$ cat src/pkg/fbmc_map.svh
// timing counts and field positions for the flash bus mode controller
`ifndef FBMC_MAP_SVH
`define FBMC_MAP_SVH
`define FBMC_CLK_MHZ 50
`define FBMC_ACCESS_NS 90
`define FBMC_ACCESS_CYC ((`FBMC_ACCESS_NS * `FBMC_CLK_MHZ + 999) / 1000 + 1)
`define FBMC_SETUP_NS 40
`define FBMC_SETUP_CYC ((`FBMC_SETUP_NS * `FBMC_CLK_MHZ + 999) / 1000)
`define FBMC_WPULSE_NS 40
`define FBMC_WPULSE_CYC ((`FBMC_WPULSE_NS * `FBMC_CLK_MHZ + 999) / 1000)
`define FBMC_RST_PULSE_NS 500
`define FBMC_RST_PULSE_CYC ((`FBMC_RST_PULSE_NS * `FBMC_CLK_MHZ + 999) / 1000)
`define FBMC_RST_HIGH_NS 50
`define FBMC_RST_HIGH_CYC ((`FBMC_RST_HIGH_NS * `FBMC_CLK_MHZ + 999) / 1000)
`define FBMC_READY_NS 20000
`define FBMC_READY_CYC ((`FBMC_READY_NS * `FBMC_CLK_MHZ + 999) / 1000)
`define FBMC_ID_MASK 16'h00ff
`define FBMC_SECT_LSB 15
`endif

$ cat src/pkg/fbmc_pkg.sv
// types for the flash bus mode controller
package fbmc_pkg;
  typedef enum logic [3:0] {
    st_reset, st_recover, st_idle, st_rd_setup, st_rd_wait,
    st_wr_setup, st_wr_low, st_wr_high
  } fbmc_state_e;
  typedef enum logic [1:0] {
    op_read, op_write, op_id_read
  } fbmc_op_e;
endpackage

$ cat src/fbmc_ctrl.sv
// host controller driving a parallel nor flash through its pins
`timescale 1ns/1ns
`include "fbmc_map.svh"
module fbmc_ctrl #(
  parameter int ADDR_W = 22,
  parameter int DATA_W = 16,
  parameter int READY_CYC = `FBMC_READY_CYC
) (
  // clock and reset
  input wire logic sys_clk,
  input wire logic rst_n,
  // user request
  input wire logic req_valid,
  input wire logic [1:0] req_op,
  input wire logic [ADDR_W-1:0] req_addr,
  input wire logic [DATA_W-1:0] req_wdata,
  input wire logic boost_req,
  input wire logic flash_reset_req,
  output logic req_ready,
  output logic rsp_valid,
  output logic [DATA_W-1:0] rsp_rdata,
  output logic aborted,
  output logic dev_busy,
  // flash pins
  output logic chip_select_n,
  output logic output_gate_n,
  output logic write_strobe_n,
  output logic hw_reset_n,
  output logic program_boost_pin,
  output logic [ADDR_W-1:0] addr_pins,
  output logic [DATA_W-1:0] data_pins_o,
  output logic data_pins_oe,
  input wire logic [DATA_W-1:0] data_pins_i,
  input wire logic ready_busy_n
);
  localparam int CNT_W = 16;

  typedef struct packed {
    fbmc_pkg::fbmc_state_e st;
    logic [CNT_W-1:0] cnt;
    logic [2:0] rb_sync;
    logic rb_q;
    logic [1:0] op;
    logic [ADDR_W-1:0] addr;
    logic [DATA_W-1:0] wdata;
    logic [DATA_W-1:0] rdata;
    logic ce_n;
    logic oe_n;
    logic we_n;
    logic rst_pin_n;
    logic boost;
    logic doe;
    logic rdy;
    logic rvalid;
    logic abort;
  } fbmc_s;

  fbmc_s cur_r;
  fbmc_s cur_nxt;

  function automatic logic [CNT_W-1:0] cyc(input int n);
    cyc = (n < 1) ? 16'h0001 : n[CNT_W-1:0];
  endfunction

  ////////////////////////////////////////////////////////////////////
  always_comb begin
    cur_nxt = cur_r;
    cur_nxt.rvalid = 1'b0;
    cur_nxt.abort = 1'b0;
    // pin input goes through three flops; level counts when 2 and 3 agree
    cur_nxt.rb_sync = {cur_r.rb_sync[1:0], ready_busy_n};
    if (cur_r.rb_sync[2] == cur_r.rb_sync[1]) begin
      cur_nxt.rb_q = cur_r.rb_sync[2];
    end
    // boost follows request only when idle
    if (cur_r.st == fbmc_pkg::st_idle) begin
      cur_nxt.boost = boost_req;
    end
    if (cur_r.cnt != '0) begin
      cur_nxt.cnt = cur_r.cnt - 16'h0001;
    end
    case (cur_r.st)
      fbmc_pkg::st_reset: begin
        cur_nxt.rst_pin_n = 1'b0;
        cur_nxt.ce_n = 1'b1;
        cur_nxt.oe_n = 1'b1;
        cur_nxt.we_n = 1'b1;
        cur_nxt.doe = 1'b0;
        cur_nxt.boost = 1'b0;
        if (cur_r.cnt == '0) begin
          cur_nxt.rst_pin_n = 1'b1;
          cur_nxt.st = fbmc_pkg::st_recover;
          cur_nxt.cnt = cyc(READY_CYC);
        end
      end
      fbmc_pkg::st_recover: begin
        if (cur_r.cnt <= cyc(READY_CYC) - cyc(`FBMC_RST_HIGH_CYC) &&
            cur_r.rb_q) begin
          cur_nxt.st = fbmc_pkg::st_idle;
          cur_nxt.rdy = 1'b1;
        end else if (cur_r.cnt == '0) begin
          cur_nxt.st = fbmc_pkg::st_idle;
          cur_nxt.rdy = 1'b1;
        end
      end
      fbmc_pkg::st_idle: begin
        if (flash_reset_req) begin
          cur_nxt.rdy = 1'b0;
          cur_nxt.abort = ~cur_r.rb_q;
          cur_nxt.st = fbmc_pkg::st_reset;
          cur_nxt.cnt = cyc(`FBMC_RST_PULSE_CYC);
        end else if (req_valid) begin
          cur_nxt.rdy = 1'b0;
          cur_nxt.op = req_op;
          cur_nxt.addr = req_addr;
          cur_nxt.wdata = req_wdata;
          cur_nxt.ce_n = 1'b0;
          if (req_op == 2'(fbmc_pkg::op_write)) begin
            cur_nxt.oe_n = 1'b1;
            cur_nxt.doe = 1'b1;
            cur_nxt.st = fbmc_pkg::st_wr_setup;
            cur_nxt.cnt = cyc(`FBMC_SETUP_CYC);
          end else begin
            cur_nxt.boost = 1'b0;
            cur_nxt.we_n = 1'b1;
            cur_nxt.oe_n = 1'b0;
            cur_nxt.doe = 1'b0;
            cur_nxt.st = fbmc_pkg::st_rd_wait;
            cur_nxt.cnt = cyc(`FBMC_ACCESS_CYC);
          end
        end
      end
      fbmc_pkg::st_rd_wait: begin
        if (cur_r.cnt == '0) begin
          cur_nxt.rdata = (cur_r.op == 2'(fbmc_pkg::op_id_read)) ?
            (data_pins_i & `FBMC_ID_MASK) : data_pins_i;
          cur_nxt.rvalid = 1'b1;
          cur_nxt.ce_n = 1'b1;
          cur_nxt.oe_n = 1'b1;
          cur_nxt.rdy = 1'b1;
          cur_nxt.st = fbmc_pkg::st_idle;
        end
      end
      fbmc_pkg::st_wr_setup: begin
        if (cur_r.cnt == '0) begin
          cur_nxt.we_n = 1'b0;
          cur_nxt.st = fbmc_pkg::st_wr_low;
          cur_nxt.cnt = cyc(`FBMC_WPULSE_CYC);
        end
      end
      fbmc_pkg::st_wr_low: begin
        if (cur_r.cnt == '0) begin
          cur_nxt.we_n = 1'b1;
          cur_nxt.st = fbmc_pkg::st_wr_high;
          cur_nxt.cnt = cyc(`FBMC_WPULSE_CYC);
        end
      end
      fbmc_pkg::st_wr_high: begin
        if (cur_r.cnt == '0) begin
          cur_nxt.ce_n = 1'b1;
          cur_nxt.doe = 1'b0;
          cur_nxt.rdy = 1'b1;
          cur_nxt.st = fbmc_pkg::st_idle;
        end
      end
      default: begin
        cur_nxt.st = fbmc_pkg::st_reset;
        cur_nxt.cnt = cyc(`FBMC_RST_PULSE_CYC);
      end
    endcase
  end

  ////////////////////////////////////////////////////////////////////
  always_ff @(posedge sys_clk or negedge rst_n) begin
    if (!rst_n) begin
      cur_r <= '{st: fbmc_pkg::st_reset, cnt: 16'h0019, rb_sync: 3'h7,
                 rb_q: 1'b1, op: 2'h0, addr: '0, wdata: '0, rdata: '0,
                 ce_n: 1'b1, oe_n: 1'b1, we_n: 1'b1, rst_pin_n: 1'b0,
                 boost: 1'b0, doe: 1'b0, rdy: 1'b0, rvalid: 1'b0,
                 abort: 1'b0};
    end else begin
      cur_r <= cur_nxt;
    end
  end

  assign req_ready = cur_r.rdy;
  assign rsp_valid = cur_r.rvalid;
  assign rsp_rdata = cur_r.rdata;
  assign aborted = cur_r.abort;
  assign dev_busy = ~cur_r.rb_q;
  assign chip_select_n = cur_r.ce_n;
  assign output_gate_n = cur_r.oe_n;
  assign write_strobe_n = cur_r.we_n;
  assign hw_reset_n = cur_r.rst_pin_n;
  assign program_boost_pin = cur_r.boost;
  assign addr_pins = cur_r.addr;
  assign data_pins_o = cur_r.wdata;
  assign data_pins_oe = cur_r.doe;

  ////////////////////////////////////////////////////////////////////
  // never drive data while the device may drive it
  bus_clash_a: assert property (
    @(posedge sys_clk) disable iff (!rst_n)
    !(data_pins_oe && !output_gate_n)) else $error("data bus clash");
  read_levels_a: assert property (
    @(posedge sys_clk) disable iff (!rst_n)
    !output_gate_n |-> !chip_select_n && write_strobe_n)
    else $error("bad read levels");
  write_levels_a: assert property (
    @(posedge sys_clk) disable iff (!rst_n)
    !write_strobe_n |-> !chip_select_n && output_gate_n && data_pins_oe)
    else $error("bad write levels");
  read_time_a: assert property (
    @(posedge sys_clk) disable iff (!rst_n)
    $fell(output_gate_n) |-> !output_gate_n [*5])
    else $error("read shorter than access time");
  reset_width_a: assert property (
    @(posedge sys_clk) disable iff (!rst_n)
    $fell(hw_reset_n) |-> !hw_reset_n [*8])
    else $error("reset pulse too short");
  reset_quiet_a: assert property (
    @(posedge sys_clk) disable iff (!rst_n)
    !hw_reset_n |-> chip_select_n && !program_boost_pin)
    else $error("activity during reset");
  recover_wait_a: assert property (
    @(posedge sys_clk) disable iff (!rst_n)
    $rose(hw_reset_n) |-> chip_select_n [*3])
    else $error("access before reset recovery");
  boost_steady_a: assert property (
    @(posedge sys_clk) disable iff (!rst_n)
    cur_r.st != fbmc_pkg::st_idle && cur_r.st != fbmc_pkg::st_reset
    |=> $stable(program_boost_pin))
    else $error("boost changed mid cycle");
  // high voltage during a read could damage the part
  boost_read_a: assert property (
    @(posedge sys_clk) disable iff (!rst_n)
    !output_gate_n |-> !program_boost_pin)
    else $error("boost held during read");
endmodule // fbmc_ctrl

$ cat config.mk
export PLATFORM = sky130hd
export DESIGN_NAME = fbmc_ctrl
export DESIGN_NICKNAME = d
export VERILOG_FILES = /design/src/pkg/fbmc_pkg.sv /design/src/fbmc_ctrl.sv
export VERILOG_INCLUDE_DIRS = /design/src /design/src/pkg
export SDC_FILE = /design/constraint.sdc
export NUM_CORES = 1
export LEC_CHECK = 0
export BUFFER_PORTS_ARGS = -buffer_cell sky130_fd_sc_hd__buf_4
export CAP_MARGIN = 15
export CORE_UTILIZATION = 44
export CTS_CLUSTER_DIAMETER = 40
export DETAILED_ROUTE_END_ITERATION = 6
export PLACE_DENSITY = 0.69
export SETUP_SLACK_MARGIN = 0.02
export SYNTH_ARGS = -nofsm -noshare
export SYNTH_HDL_FRONTEND = slang
export SYNTH_SLANG_ARGS = --single-unit
$ cat constraint.sdc
create_clock -name sys_clk -period 3.75 [get_ports sys_clk]
set_clock_uncertainty 0.15 [all_clocks]
set_input_delay 0.1875 -clock sys_clk [delete_from_list [all_inputs] [get_ports sys_clk]]
set_output_delay 0.1875 -clock sys_clk [all_outputs]
set_load 0.005 [all_outputs]
# Word-level counts from Yosys, hierarchy flattened
# Index checks and enable logic that the tools add are counted.
dict set report totals {
  regBits 89
  input_bits 62
  out_inout_bits 64
  wordCells 96
}
dict set report classes {
  add_sub_neg 1
  magnitude_cmp 1
  eq_ne 19
  muxes 37
  bitwise_logic 2
  reduce_logical 19
}
# op n
set op_table {}
lappend op_table {{2-to-1 mux 20 bit} 5}
lappend op_table {{case mux 16 bit (5 select lines)} 1}
lappend op_table {{2-to-1 mux 16 bit} 2}
lappend op_table {{case mux 4 bit (6 select lines)} 1}
lappend op_table {{2-to-1 mux 17 bit} 1}
lappend op_table {{equality test 4 x 3 -> 1 bit, second input constant} 4}
lappend op_table {{<= comparator 16 x 10 -> 1 bit, second input constant} 1}
lappend op_table {{zero test 16 bit} 1}
lappend op_table {{!= test 2 bit, second input constant} 8}
lappend op_table {{nonzero test 16 bit} 1}
lappend op_table {{subtractor 16 x 1 -> 16 bit, second input constant} 1}
lappend op_table {{2-to-1 mux 1 bit} 12}
lappend op_table {{case mux 1 bit (4 select lines)} 3}
lappend op_table {{AND reduction 4 bit} 3}
lappend op_table {{nonzero test 4 bit} 3}
lappend op_table {{AND reduction 5 bit} 2}
lappend op_table {{2-to-1 mux 3 bit} 3}
lappend op_table {{2-to-1 mux 2 bit} 4}
lappend op_table {{2-to-1 mux 4 bit} 2}
lappend op_table {{!= test 3 bit, second input constant} 2}
lappend op_table {{case mux 1 bit (3 select lines)} 2}
lappend op_table {{AND reduction 6 bit} 1}
lappend op_table {{nonzero test 3 bit} 2}
lappend op_table {{equality test 4 x 1 -> 1 bit, second input constant} 1}
lappend op_table {{12 further kinds} 13}

# Depth between registers and ports, before layout
# Gate-level depths: netlist of run 1.
dict set report logic_depth {
  ltp_word 6
  mapped_depth 11
  ltp_nobuf 9
}

# Worst setup path after synthesis of run 1
# OpenSTA, ideal clock, no wires.
dict set report synth_timing {
  path_kind {register to register}
  startpoint {register cur_r[70] in the netlist's numbering}
  endpoint {register cur_r[69] in the netlist's numbering}
  setup_ps 61
  arrival_ps 2316
  required_ps 3539
  setup_slack_ps 1223
  path_stages_with_launch 12
  n_path_buf 2
  period_less_slack_ps 2527
  path_cell_list {dfrtp_1 inv_1 ha_1 or3b_1 clkbuf_1 nor3_4 nand2_2 buf_6 ha_1 nor4_1 a21oi_1 nand2_1}
}
# item line_no
set synth_lines {}
lappend synth_lines {{start, declared} fbmc_ctrl.sv:58} ;# fbmc_s cur_r;
lappend synth_lines {{start signal, assigned} fbmc_ctrl.sv:176} ;# cur_r <= '{st: fbmc_pkg::st_reset, cnt: 16'h0019, rb_sync: 3'h7,
lappend synth_lines {{start signal, assigned} fbmc_ctrl.sv:182} ;# cur_r <= cur_nxt;

==> results of run 1 <==
## worst register-to-register path: cells and delay by family (launching register included)
kind            cells  cell delay, ps
compound gates      1              80
flops               1             410
buf+inv             1             110
fa+ha+maj           2             550
simple gates        5            1520
## placed cells by master (no fill, tap or decap), types with 4 or more instances in the layout
cell | Yosys | routed
a211oi_1 | 4 | 4
a21oi_1 | 17 | 17
a31oi_1 | 4 | 4
buf_4 | 54 | 127
clkbuf_8 | 0 | 10
dfrtp_1 | 79 | 79
dfstp_2 | 10 | 10
dlygate4sd3_1 | 0 | 60
inv_1 | 6 | 6
mux2_2 | 47 | 47
nand2_1 | 33 | 32
nand2b_1 | 7 | 7
nand3_1 | 9 | 9
nor2_1 | 24 | 24
nor2b_1 | 11 | 11
nor3_1 | 14 | 14
o21a_1 | 4 | 4
o21ai_0 | 16 | 16
o31ai_1 | 7 | 7
or3_1 | 8 | 8
xnor2_1 | 4 | 4
## metal layers
metal  track usage, %  routed length [um]  vias to the layer above  part of all wire [%]
met1             25.7                4310                     1681                    41
met5                0                   0                        -                     0
met2             34.2                5270                      166                    50
met3             4.78                 666                       41                   6.3
li1                 -                   -                     1668                     -
met4             7.87                 333                        0                   3.1
## metrics by stage
stage | util, % | power (mW) | cell area [um2] | setup slack [ps] | hold WS (ps)
floorplan | - | 1.32 | 4540 | 1220 | -258
global placement | 52.3 | 1.44 | 5160 | 1080 | 147
detailed placement | 52.3 | 1.45 | 5160 | 981 | 147
CTS | 61.0 | 2.31 | 6010 | 962 | 20.9
global route | 61.0 | 2.40 | 6020 | 695 | 52.0
finish | 61.0 | 2.30 | 6020 | 877 | 55.2
## where the power goes
part	total (mW)	internal, mW	switching (mW)
logic	0.403	0.224	0.179
registers	1.08	1.03	0.0531
clock network	0.816	0.464	0.352
total	2.30	1.72	0.584
## state kept, by name, summed over array words and instances (netlist names), 2 cells and up
signal       count
addr_pins       22
cur_r           24
data_pins_o     16
rsp_rdata       16
cur_nxt          2
## repair_timing
item,CTS,global route
hold endpoints to repair,117,0
gates resized for setup,0,0
buffers inserted,0,0
hold buffers,60,0
## cell type report
| class | count | area (um2) |
|---|---|---|
| Timing Repair Buffer | 187 | 1550 |
| Clock inverter | 6 | 114 |
| Sequential cell | 89 | 2240 |
| Clock buffer | 10 | 138 |
| Antenna cell | 1 | 2.50 |
| Multi-Input combinational cell | 254 | 1780 |
| Fill cell | 778 | 3850 |
| Tap cell | 133 | 166 |
| Inverter | 6 | 22.5 |
## path summary, 6_finish.rpt
| check | to | slack [ps] | cells after the start |
|---|---|---|---|
| min | cur_r[73] | 60 | 4 |
| max | cur_r[69] | 880 | 9 |
| min in group asynchronous | cur_r[88] | 290 | 2 |
| max reg2reg | cur_r[69] | 880 | 9 |
| max in group asynchronous | write_strobe_n | 2280 | 3 |
| min reg2reg | cur_nxt[68] | 210 | 0 |
## cells by family after synthesis
logic type,count (synthesis),synth area share [%]
AND/OR/NAND/NOR,128,14.8
AO/OA/AOI/OAI,67,9.93
other,1,0.0826
XOR/XNOR,4,0.772
buffers and inverters,77,11.5
adder cells (fa/ha/maj),4,1.05
flip-flops,89,49.4
multiplexers,50,12.5
==> out/results.ini, run 1 <==
[global_route]
grt_overflow = 0
grt_max_degree = 63
antenna_found_initial = 1
grt_pass1_wl_um = 17500
grt_pass1_vias = 3573
grt.total_usage_pct = 20.5

[setup_path]
worst_ep_required_time_ps = 3910
path_buf_inv = 1
critPathKind = flip-flop to flip-flop
worst_path_most_repeated_cell = ha_1
cp_cell_sequence = inv_1 -> ha_1 -> or3b_1 -> nor3_4 -> nand2_2 -> ha_1 -> nor4_1 -> a21oi_1 -> nand2_1
cp_slowest_cell = or3b_1
slowest_delay_ps = 490
critical-path-top-delay-family = simple AND/OR/NAND/NOR gates
cp-end-kind = flip-flop
cp-startpoint = cur_r[70]
critical_path_arrival_ps = 3040
critPathLaunchType = flip-flop
r2r_start = cur_r[70]
path_max_fanout = 11

[power]
powerDensity_nw_per_um2 = 382
peakVddDrop_mv = 0.218
leakagePower_nw = 2.91

[die]
die_h_um = 104
num_rows = 36
initial_core_util_pct = 46.0
core_area_um2 = 9860
chipWidth_um = 104
num_io_pins = 126
dieArea_um2 = 10700

[clock_network]
clk_latency_ps = 360
cts_tree = built
cts.sinks = 89
htreeDepth = 3
clock_path_buffers = 2
cts_root_buf = clkbuf_8
cts_buffers = 9
clk_pin_slew_ps = 90

[yosys]
yosysMostFrequentCell = dfrtp_1
async_reset_ff_share_pct = 100
yosysUniqueCellTypes = 55
yosysSeqAreaShare_pct = 49.4
yosys.area.top_type = dfrtp_1
synth_nets = 485
syn_inst = 420
yosys_warnings = 0
synth_top_area_share_pct = 43.6
synth_seq_cells = 89
avgSynthCellArea_um2 = 10.8
syn_area_um2 = 4540
synth-edff-count = 0
ys_top_cells_by_count = dfrtp_1, buf_4, mux2_2, nand2_1, nor2_1
yosys-top-cells-area = dfrtp_1, mux2_2, buf_4
synth_ff_type = dfrtp_1

[timing]
finalHoldViolations = 0
fin_setup_tns_ps = 0
report.final.slew_viol_count = 0
rsz0062_at_grt = no
finalSetupViolations = 0
finalCritPeriodShare_pct = 76.6
max_slew_margin_pct = 46.4
tightest_slew_ps = 792
min_period_ps = 2870
fmax_mhz = 348

[cells_and_area]
instances_no_fill = 686
nets = 612
area_delta_synth_final_pct = 32.6
drive_gt1_share_pct = 38.8

[route]
drtIter0Drc = 300
remaining_drc_errors = 0
ant_nets = 0
num_vias = 3556
vias_per_cell = 5.18
drt_pass1_iterations = 6
wl_per_cell_um = 15.4
drt_wl_total_um = 10600

[min_path]
min_from = req_valid
hp-class = primary input to flip-flop

[placement]
dp_hpwl_um = 6790
gp_congestion = 0.922
port_buffers = 125
placed_cells = 609

[outcome]
status = finished, final reports clean

[flow_run]
maxCapViolCount = 0

Power figures use the tool's default switching activity.
==> run 2: changes to the inputs <==
- ABC_AREA: unset -> 1
- PLACE_DENSITY: 0.69 -> 0.72
- clock period: 3.75 -> 2.5 ns (I/O delays scaled with it)
==> run 2 against run 1 <==
Die area rose by 1.5%. Sequential share of layout area is 0.38 points lower. Via count rose by 13%. Sequential cell count unchanged. Critical path type unchanged. Power up 46%. Largest power group unchanged. First-iteration DRC count fell by 20%. Hold slack gained 76 ps.
==> out/results.ini, run 2 <==
[timing]
tightest_slew_ps = 692  ; was 792 ps
fmax_mhz = 440  ; was 348 MHz
finalCritPeriodShare_pct = 91.0  ; was 76.6%
max_slew_margin_pct = 53.8  ; was 46.4%
finalHoldViolations = 0  ; unchanged
min_period_ps = 2280  ; was 2870 ps
rsz0062_at_grt = no  ; unchanged
finalSetupViolations = 0  ; unchanged
report.final.slew_viol_count = 0  ; unchanged
fin_setup_tns_ps = 0  ; unchanged
fin_hold_ws_ps = 132  ; was 55.2 ps

[cells_and_area]
layout_commonest_cell = nand2_1  ; was buf_4
multi_input_area_um2 = 1720  ; was 1780 um2
final_area_um2 = 6080  ; was 6020 um2
drive_gt1_share_pct = 26.5  ; was 38.8%
area_delta_synth_final_pct = 31.9  ; was 32.6%
instances_no_fill = 850  ; was 686
seqCellArea_um2 = 2240  ; unchanged
top_register = cur_r  ; unchanged
largest_register_ffs = 24  ; unchanged
insertedDiodeCount = 0  ; was 1
num-fill-cells = 852  ; was 778
nets = 777  ; was 612
layout_common_cells = nand2_1, buf_4, dfrtp_1  ; was buf_4, dfrtp_1, dlygate4sd3_1

[yosys]
yosysUniqueCellTypes = 35  ; was 55
yosys.area.top_type = dfrtp_1  ; unchanged
avgSynthCellArea_um2 = 8.00  ; was 10.8 um2
syn_area_um2 = 4610  ; was 4540 um2
yosys-top-cells-area = dfrtp_1, nand2_1, buf_4  ; was dfrtp_1, mux2_2, buf_4
syn_inst = 576  ; was 420
synth-edff-count = 0  ; unchanged
synth_seq_cells = 89  ; unchanged
yosys_warnings = 0  ; unchanged
ys_top_cells_by_count = nand2_1, dfrtp_1, buf_4, inv_1, nor2_1  ; was dfrtp_1, buf_4, mux2_2, nand2_1, nor2_1
yosysSeqAreaShare_pct = 48.6  ; was 49.4%
yosysMostFrequentCell = nand2_1  ; was dfrtp_1
synth_nets = 641  ; was 485
synth_top_area_share_pct = 42.9  ; was 43.6%
async_reset_ff_share_pct = 100  ; unchanged
synth_ff_type = dfrtp_1  ; unchanged

[die]
initial_core_util_pct = 46.3  ; was 46.0%
dieArea_um2 = 10900  ; was 10700 um2
die_h_um = 104  ; about the same
core_area_um2 = 9950  ; was 9860 um2
num_rows = 36  ; unchanged
num_io_pins = 126  ; unchanged
chipWidth_um = 104  ; about the same

[route]
vias_per_cell = 4.72  ; was 5.18
drtIter0Drc = 240  ; was 300
wl_per_cell_um = 13.1  ; was 15.4 um
drt_wl_total_um = 11200  ; was 10600 um
num_vias = 4014  ; was 3556
drt_pass1_iterations = 4  ; was 6
remaining_drc_errors = 0  ; unchanged
ant_nets = 0  ; unchanged

[global_route]
grt.total_usage_pct = 21.6  ; was 20.5%
antenna_found_initial = 0  ; was 1
grt_overflow = 0  ; unchanged
grt_pass1_vias = 4082  ; was 3573
grt_pass1_wl_um = 18800  ; was 17500 um
grt_max_degree = 42  ; was 63

[clock_network]
cts_root_buf = clkbuf_8  ; unchanged
htreeDepth = 3  ; unchanged
post_cts_resized = 0  ; unchanged
clock_path_buffers = 2  ; unchanged
clk_latency_ps = 350  ; was 360 ps
cts.sinks = 89  ; unchanged
clk_pin_slew_ps = 90  ; about the same
cts_tree = built  ; unchanged
cts_buffers = 9  ; unchanged

[power]
switchingPower_mw = 1.03  ; was 0.584 mW
clockPowerShare_pct = 27.1  ; was 35.5%
powerDensity_nw_per_um2 = 553  ; was 382 nW/um2
pwr-share-comb_pct = 23.0  ; was 17.5%
p_seq_share_pct = 49.9  ; was 47.0%
power.switching_fraction_pct = 30.5  ; was 25.4%
intPower_mw = 2.34  ; was 1.72 mW
peakVddDrop_mv = 0.330  ; was 0.218 mV
leakagePower_nw = 3.38  ; was 2.91 nW

[placement]
placed_cells = 773  ; was 609
gp_congestion = 0.874  ; was 0.922
place_area_um2 = 5290  ; was 5160 um2
port_buffers = 125  ; unchanged
dp_hpwl_um = 7560  ; was 6790 um

[setup_path]
path_buf_inv = 2  ; was 1
worst_path_most_repeated_cell = inv_1  ; was ha_1
worst_ep_required_time_ps = 2620  ; was 3910 ps
critical-path-top-delay-family = simple AND/OR/NAND/NOR gates  ; unchanged
cp-end-kind = flip-flop  ; unchanged
critical_path_arrival_ps = 2400  ; was 3040 ps
path_max_fanout = 11  ; unchanged
cp_cell_sequence = inv_1 -> ha_1 -> nand2_4 -> nor2_4 -> nand2_1 -> inv_1 -> o21ai_0 -> nand3_1  ; was inv_1 -> ha_1 -> or3b_1 -> nor3_4 -> nand2_2 -> ha_1 -> nor4_1 -> a21oi_1 -> nand2_1
slowest_delay_ps = 550  ; was 490 ps
critPathKind = flip-flop to flip-flop  ; unchanged
critPathLaunchType = flip-flop  ; unchanged
cp_slowest_cell = dfstp_2  ; was or3b_1

[outcome]
status = finished, final reports clean  ; unchanged

[min_path]
hp-class = primary input to asynchronous set/reset pin  ; was primary input to flip-flop

[flow_run]
maxCapViolCount = 0  ; unchanged

==> run 2: changes by cell type after synthesis, sizes merged, moves of 13 or more <==
cell / before / now
inv: 6 / 48
mux2: 49 / 0
nand2: 34 / 242
nand3: 9 / 22
nor2: 24 / 49
nor3: 15 / 2
==> run 2: kinds of logic (layout without fill, tap and decap cells) <==
| group | count (synthesis) | after routing | synth area share (%) |
|---|---|---|---|
| buffers and inverters | 114 | 255 | 14.2 |
| adders and majority gates | 4 | 4 | 1.03 |
| DFF | 89 | 89 | 48.6 |
| xor gates and xnor gates | 8 | 8 | 1.52 |
| AOI/OAI and AO/OA | 39 | 39 | 4.80 |
| and+or+nand+nor | 321 | 321 | 29.8 |
| other | 1 | 1 | 0.0814 |
==> run 2: what timing repair did <==
| action | 4_1_cts | 5_1_grt |
|---|---|---|
| hold buffers | 61 | 0 |
| hold endpoints to repair | 117 | 0 |
| setup endpoints to repair | 0 | 0 |
| setup buffers | 0 | 0 |
==> run 2: path summary, 6_finish.rpt <==
| path | slack [ps] | endpoint | startpoint | cells after the start |
|---|---|---|---|---|
| setup reg to reg | 220 | cur_r[72] | cur_r[69] | 8 |
| setup / recovery | 220 | cur_r[72] | cur_r[69] | 8 |
| hold / removal | 130 | cur_r[84] | rst_n | 2 |
| min in group sys_clk | 210 | cur_nxt[68] | cur_nxt[67] | 0 |
| hold reg to reg | 210 | cur_nxt[68] | cur_nxt[67] | 0 |
| max in group asynchronous | 1370 | cur_r[69] | rst_n | 3 |
==> run 2: layer usage <==
layer	share of wire, %	track usage, %
met1	42	25.6
met2	50	37.7
met3	5.8	5.95
met4	1.8	7.35
met5	0	0
==> run 2: through the flow <==
step	util (%)	setup slack, ps	power [mW]
floorplan	-	629	2.15
global placement	53.1	378	2.37
detailed placement	53.1	244	2.39
CTS	61.1	221	3.40
global route	61.1	24.7	3.58
finish	61.1	225	3.36
==> run 2: final cells by class <==
class	instances	share of cell area (%)
Sequential cell	89	36.8
Multi-Input combinational cell	373	28.2
Timing Repair Buffer	191	26.3
Inverter	48	2.96
Tap cell	133	2.74
Clock buffer	10	2.10
Clock inverter	6	0.844
==> run 2: worst register-to-register path: stages, from the launching register on <==
cell	delay (ps)
dfstp_2	550
inv_1	90
ha_1	300
nand2_4	140
nor2_4	60
nand2_1	300
inv_1	250
o21ai_0	240
nand3_1	110
==> run 2: power groups by stage <==
stage	logic, mW	registers (mW)	clock network (mW)
2_1_floorplan	0.473	1.67	0
3_3_place_gp	0.674	1.70	0
3_5_place_dp	0.691	1.70	0
4_1_cts	0.769	1.68	0.950
5_1_grt	0.867	1.69	1.02
6_report	0.772	1.68	0.912
==> run 3: changes to the inputs <==
- ABC_AREA: 1 -> unset
- CAP_MARGIN: 15 -> 20
==> run 3 against run 2 <==
Clock power increased by 23%. Sequential share of layout area decreased by 1.1 points. Critical path depth increased by 2. Via count decreased by 9.2%. Die area decreased by 1.5%. Maximum frequency decreased by 5.6%. First-iteration DRC count decreased by 21%. Core utilization increased by 2.4 points. Combinational power decreased by 10%. Critical endpoint is now cur_r[69]. Highest routed layer unchanged.
==> out/results.ini, run 3 (synthesized netlist as in run 1, its figures left out) <==
[timing]
min_period_ps = 2410  ; was 2280 ps
fmax_mhz = 415  ; was 440 MHz
tightest_slew_ps = 638  ; was 692 ps
max_slew_margin_pct = 57.5  ; was 53.8%
finalHoldViolations = 0  ; unchanged
report.final.slew_viol_count = 0  ; unchanged
fin_ws_ps = 89.3  ; was 225 ps
finalCritPeriodShare_pct = 96.4  ; was 91.0%
finalSetupViolations = 0  ; unchanged

[min_path]
hp-class = primary input to asynchronous set/reset pin  ; unchanged

[cells_and_area]
insertedDiodeCount = 0  ; unchanged
nets = 638  ; was 777
largest_register_ffs = 24  ; unchanged
layout_commonest_cell = buf_4  ; was nand2_1
top_register = cur_r  ; unchanged
layout_common_cells = buf_4, dfrtp_1, dlygate4sd3_1  ; was nand2_1, buf_4, dfrtp_1
num-fill-cells = 734  ; was 852
drive_gt1_share_pct = 42.0  ; was 26.5%
final_area_um2 = 6260  ; was 6080 um2
area_delta_synth_final_pct = 37.9  ; was 31.9%

[setup_path]
path_buf_inv = 2  ; unchanged
path_max_fanout = 7  ; was 11
cp-end-kind = flip-flop  ; unchanged
r2r_end = cur_r[69]  ; was cur_r[72]
critical-path-top-delay-family = simple AND/OR/NAND/NOR gates  ; unchanged
critical_path_arrival_ps = 2560  ; was 2400 ps
r2r_start = cur_r[70]  ; was cur_r[69]
critPathLaunchType = flip-flop  ; unchanged
reg2reg_depth = 10  ; was 8
critPathKind = flip-flop to flip-flop  ; unchanged
cp_cell_sequence = inv_1 -> ha_2 -> or3b_4 -> nor3_4 -> buf_12 -> nand2_4 -> ha_1 -> nor4_2 -> a21oi_1 -> nand2_1  ; was inv_1 -> ha_1 -> nand2_4 -> nor2_4 -> nand2_1 -> inv_1 -> o21ai_0 -> nand3_1
ff2ff_setup_slack_ps = 90  ; was 220 ps
cp-startpoint = cur_r[70]  ; was cur_r[69]
cp_slowest_cell = or3b_4  ; was dfstp_2
worst_ep_required_time_ps = 2650  ; was 2620 ps
slowest_delay_ps = 410  ; was 550 ps

[die]
initial_core_util_pct = 46.0  ; was 46.3%
num_io_pins = 126  ; unchanged
die_h_um = 104  ; about the same
dieArea_um2 = 10700  ; was 10900 um2
core_area_um2 = 9860  ; was 9950 um2
chipWidth_um = 104  ; about the same
num_rows = 36  ; unchanged

[placement]
dp_hpwl_um = 7350  ; was 7560 um
dp_slack_ps = 4.65  ; was 244 ps
place_area_um2 = 5320  ; was 5290 um2
port_buffers = 125  ; unchanged
gp_congestion = 0.886  ; was 0.874

[power]
intPower_mw = 2.53  ; was 2.34 mW
leakagePower_nw = 3.04  ; was 3.38 nW
switchingPower_mw = 0.904  ; was 1.03 mW
p_seq_share_pct = 47.2  ; was 49.9%
pwr-share-comb_pct = 20.1  ; was 23.0%
total_power_mw = 3.44  ; was 3.36 mW
peakVddDrop_mv = 0.380  ; was 0.330 mV
clockPowerShare_pct = 32.7  ; was 27.1%
power.switching_fraction_pct = 26.3  ; was 30.5%
powerDensity_nw_per_um2 = 549  ; was 553 nW/um2

[global_route]
grt_overflow = 0  ; unchanged
grt.total_usage_pct = 20.8  ; was 21.6%
grt_pass1_wl_um = 17700  ; was 18800 um
grt_pass1_vias = 3672  ; was 4082
grt_max_degree = 51  ; was 42
antenna_found_initial = 0  ; unchanged

[clock_network]
cts_buffers = 9  ; unchanged
clk_latency_ps = 350  ; about the same
cts_tree = built  ; unchanged
htreeDepth = 3  ; unchanged
clk_pin_slew_ps = 90  ; about the same
cts.sinks = 89  ; unchanged
clock_path_buffers = 2  ; unchanged
cts_root_buf = clkbuf_8  ; unchanged

[route]
wl_per_cell_um = 15.9  ; was 13.1 um
drtIter0Drc = 190  ; was 240
ant_nets = 0  ; unchanged
vias_per_cell = 5.13  ; was 4.72
drt_pass1_iterations = 5  ; was 4
drt_wl_total_um = 11300  ; was 11200 um
num_vias = 3644  ; was 4014
remaining_drc_errors = 0  ; unchanged

[flow_run]
maxCapViolCount = 0  ; unchanged

[outcome]
status = finished, final reports clean  ; unchanged

[run 3: cell types whose count changed in the layout (fill, tap and decap cells not counted), sizes merged, moves of 8 or more]
cell,change
buf,+20
o31ai,+8
nor2b,+11
a21oi,+9
nand2,-208
mux2,+49
or3,+10
nor2,-25
nand3,-13
nor3,+13
inv,-43
[run 3: stage by stage]
step	hold WS [ps]	setup TNS [ps]	instances	util, %
global placement	40.8	0	628	53.9
finish	187	0	711	63.5
CTS	203	0	705	62.5
floorplan	-321	0	420	-
detailed placement	43.5	0	628	53.9
global route	220	-5.76	711	63.5
[run 3: layer usage]
metal	vias up	wire (um)	global-route usage, %
li1	1727	-	-
met1	1750	4560	24.1
met2	136	5950	37.7
met3	31	475	3.84
met4	0	312	8.07
met5	-	0	0
[run 3: power by group through the flow]
stage,combinational (mW),clock (mW),sequential [mW]
finish,0.693,1.12,1.62
global route,0.747,1.22,1.64
CTS,0.647,1.15,1.62
detailed placement,0.565,0,1.65
global placement,0.557,0,1.64
floorplan,0.354,0,1.62
[run 3: worst max path at each step]
stage / slack [ps] / depth (start not counted) / endpoint
after CTS: 20 / 7 / cur_r[80]
after global placement: 110 / 7 / cur_r[77]
after global routing: -6 / 10 / cur_r[69]
final: 90 / 10 / cur_r[69]
after detailed placement: 5 / 7 / cur_r[74]
after floorplan: 30 / 11 / cur_r[69]
[run 3: layout make-up]
type	instances	area [um2]	share of cell area [%]
timing repair buffer	211	1760	28.1
sequential	89	2240	35.8
multi-input combinational	256	1840	29.4
tap	133	166	2.66
clock inverter	5	86.3	1.38
inverter	6	22.5	0.360
clock buffer	11	141	2.26
[run 3: what timing repair did]
item | in CTS | in global routing
gates cloned | 0 | 2
buffers inserted | 0 | 4
setup endpoints to repair | 6 | 29
resized for setup | 1 | 5
pin swaps | 1 | 3
hold buffers | 61 | 0
endpoints found under the hold margin | 107 | 0
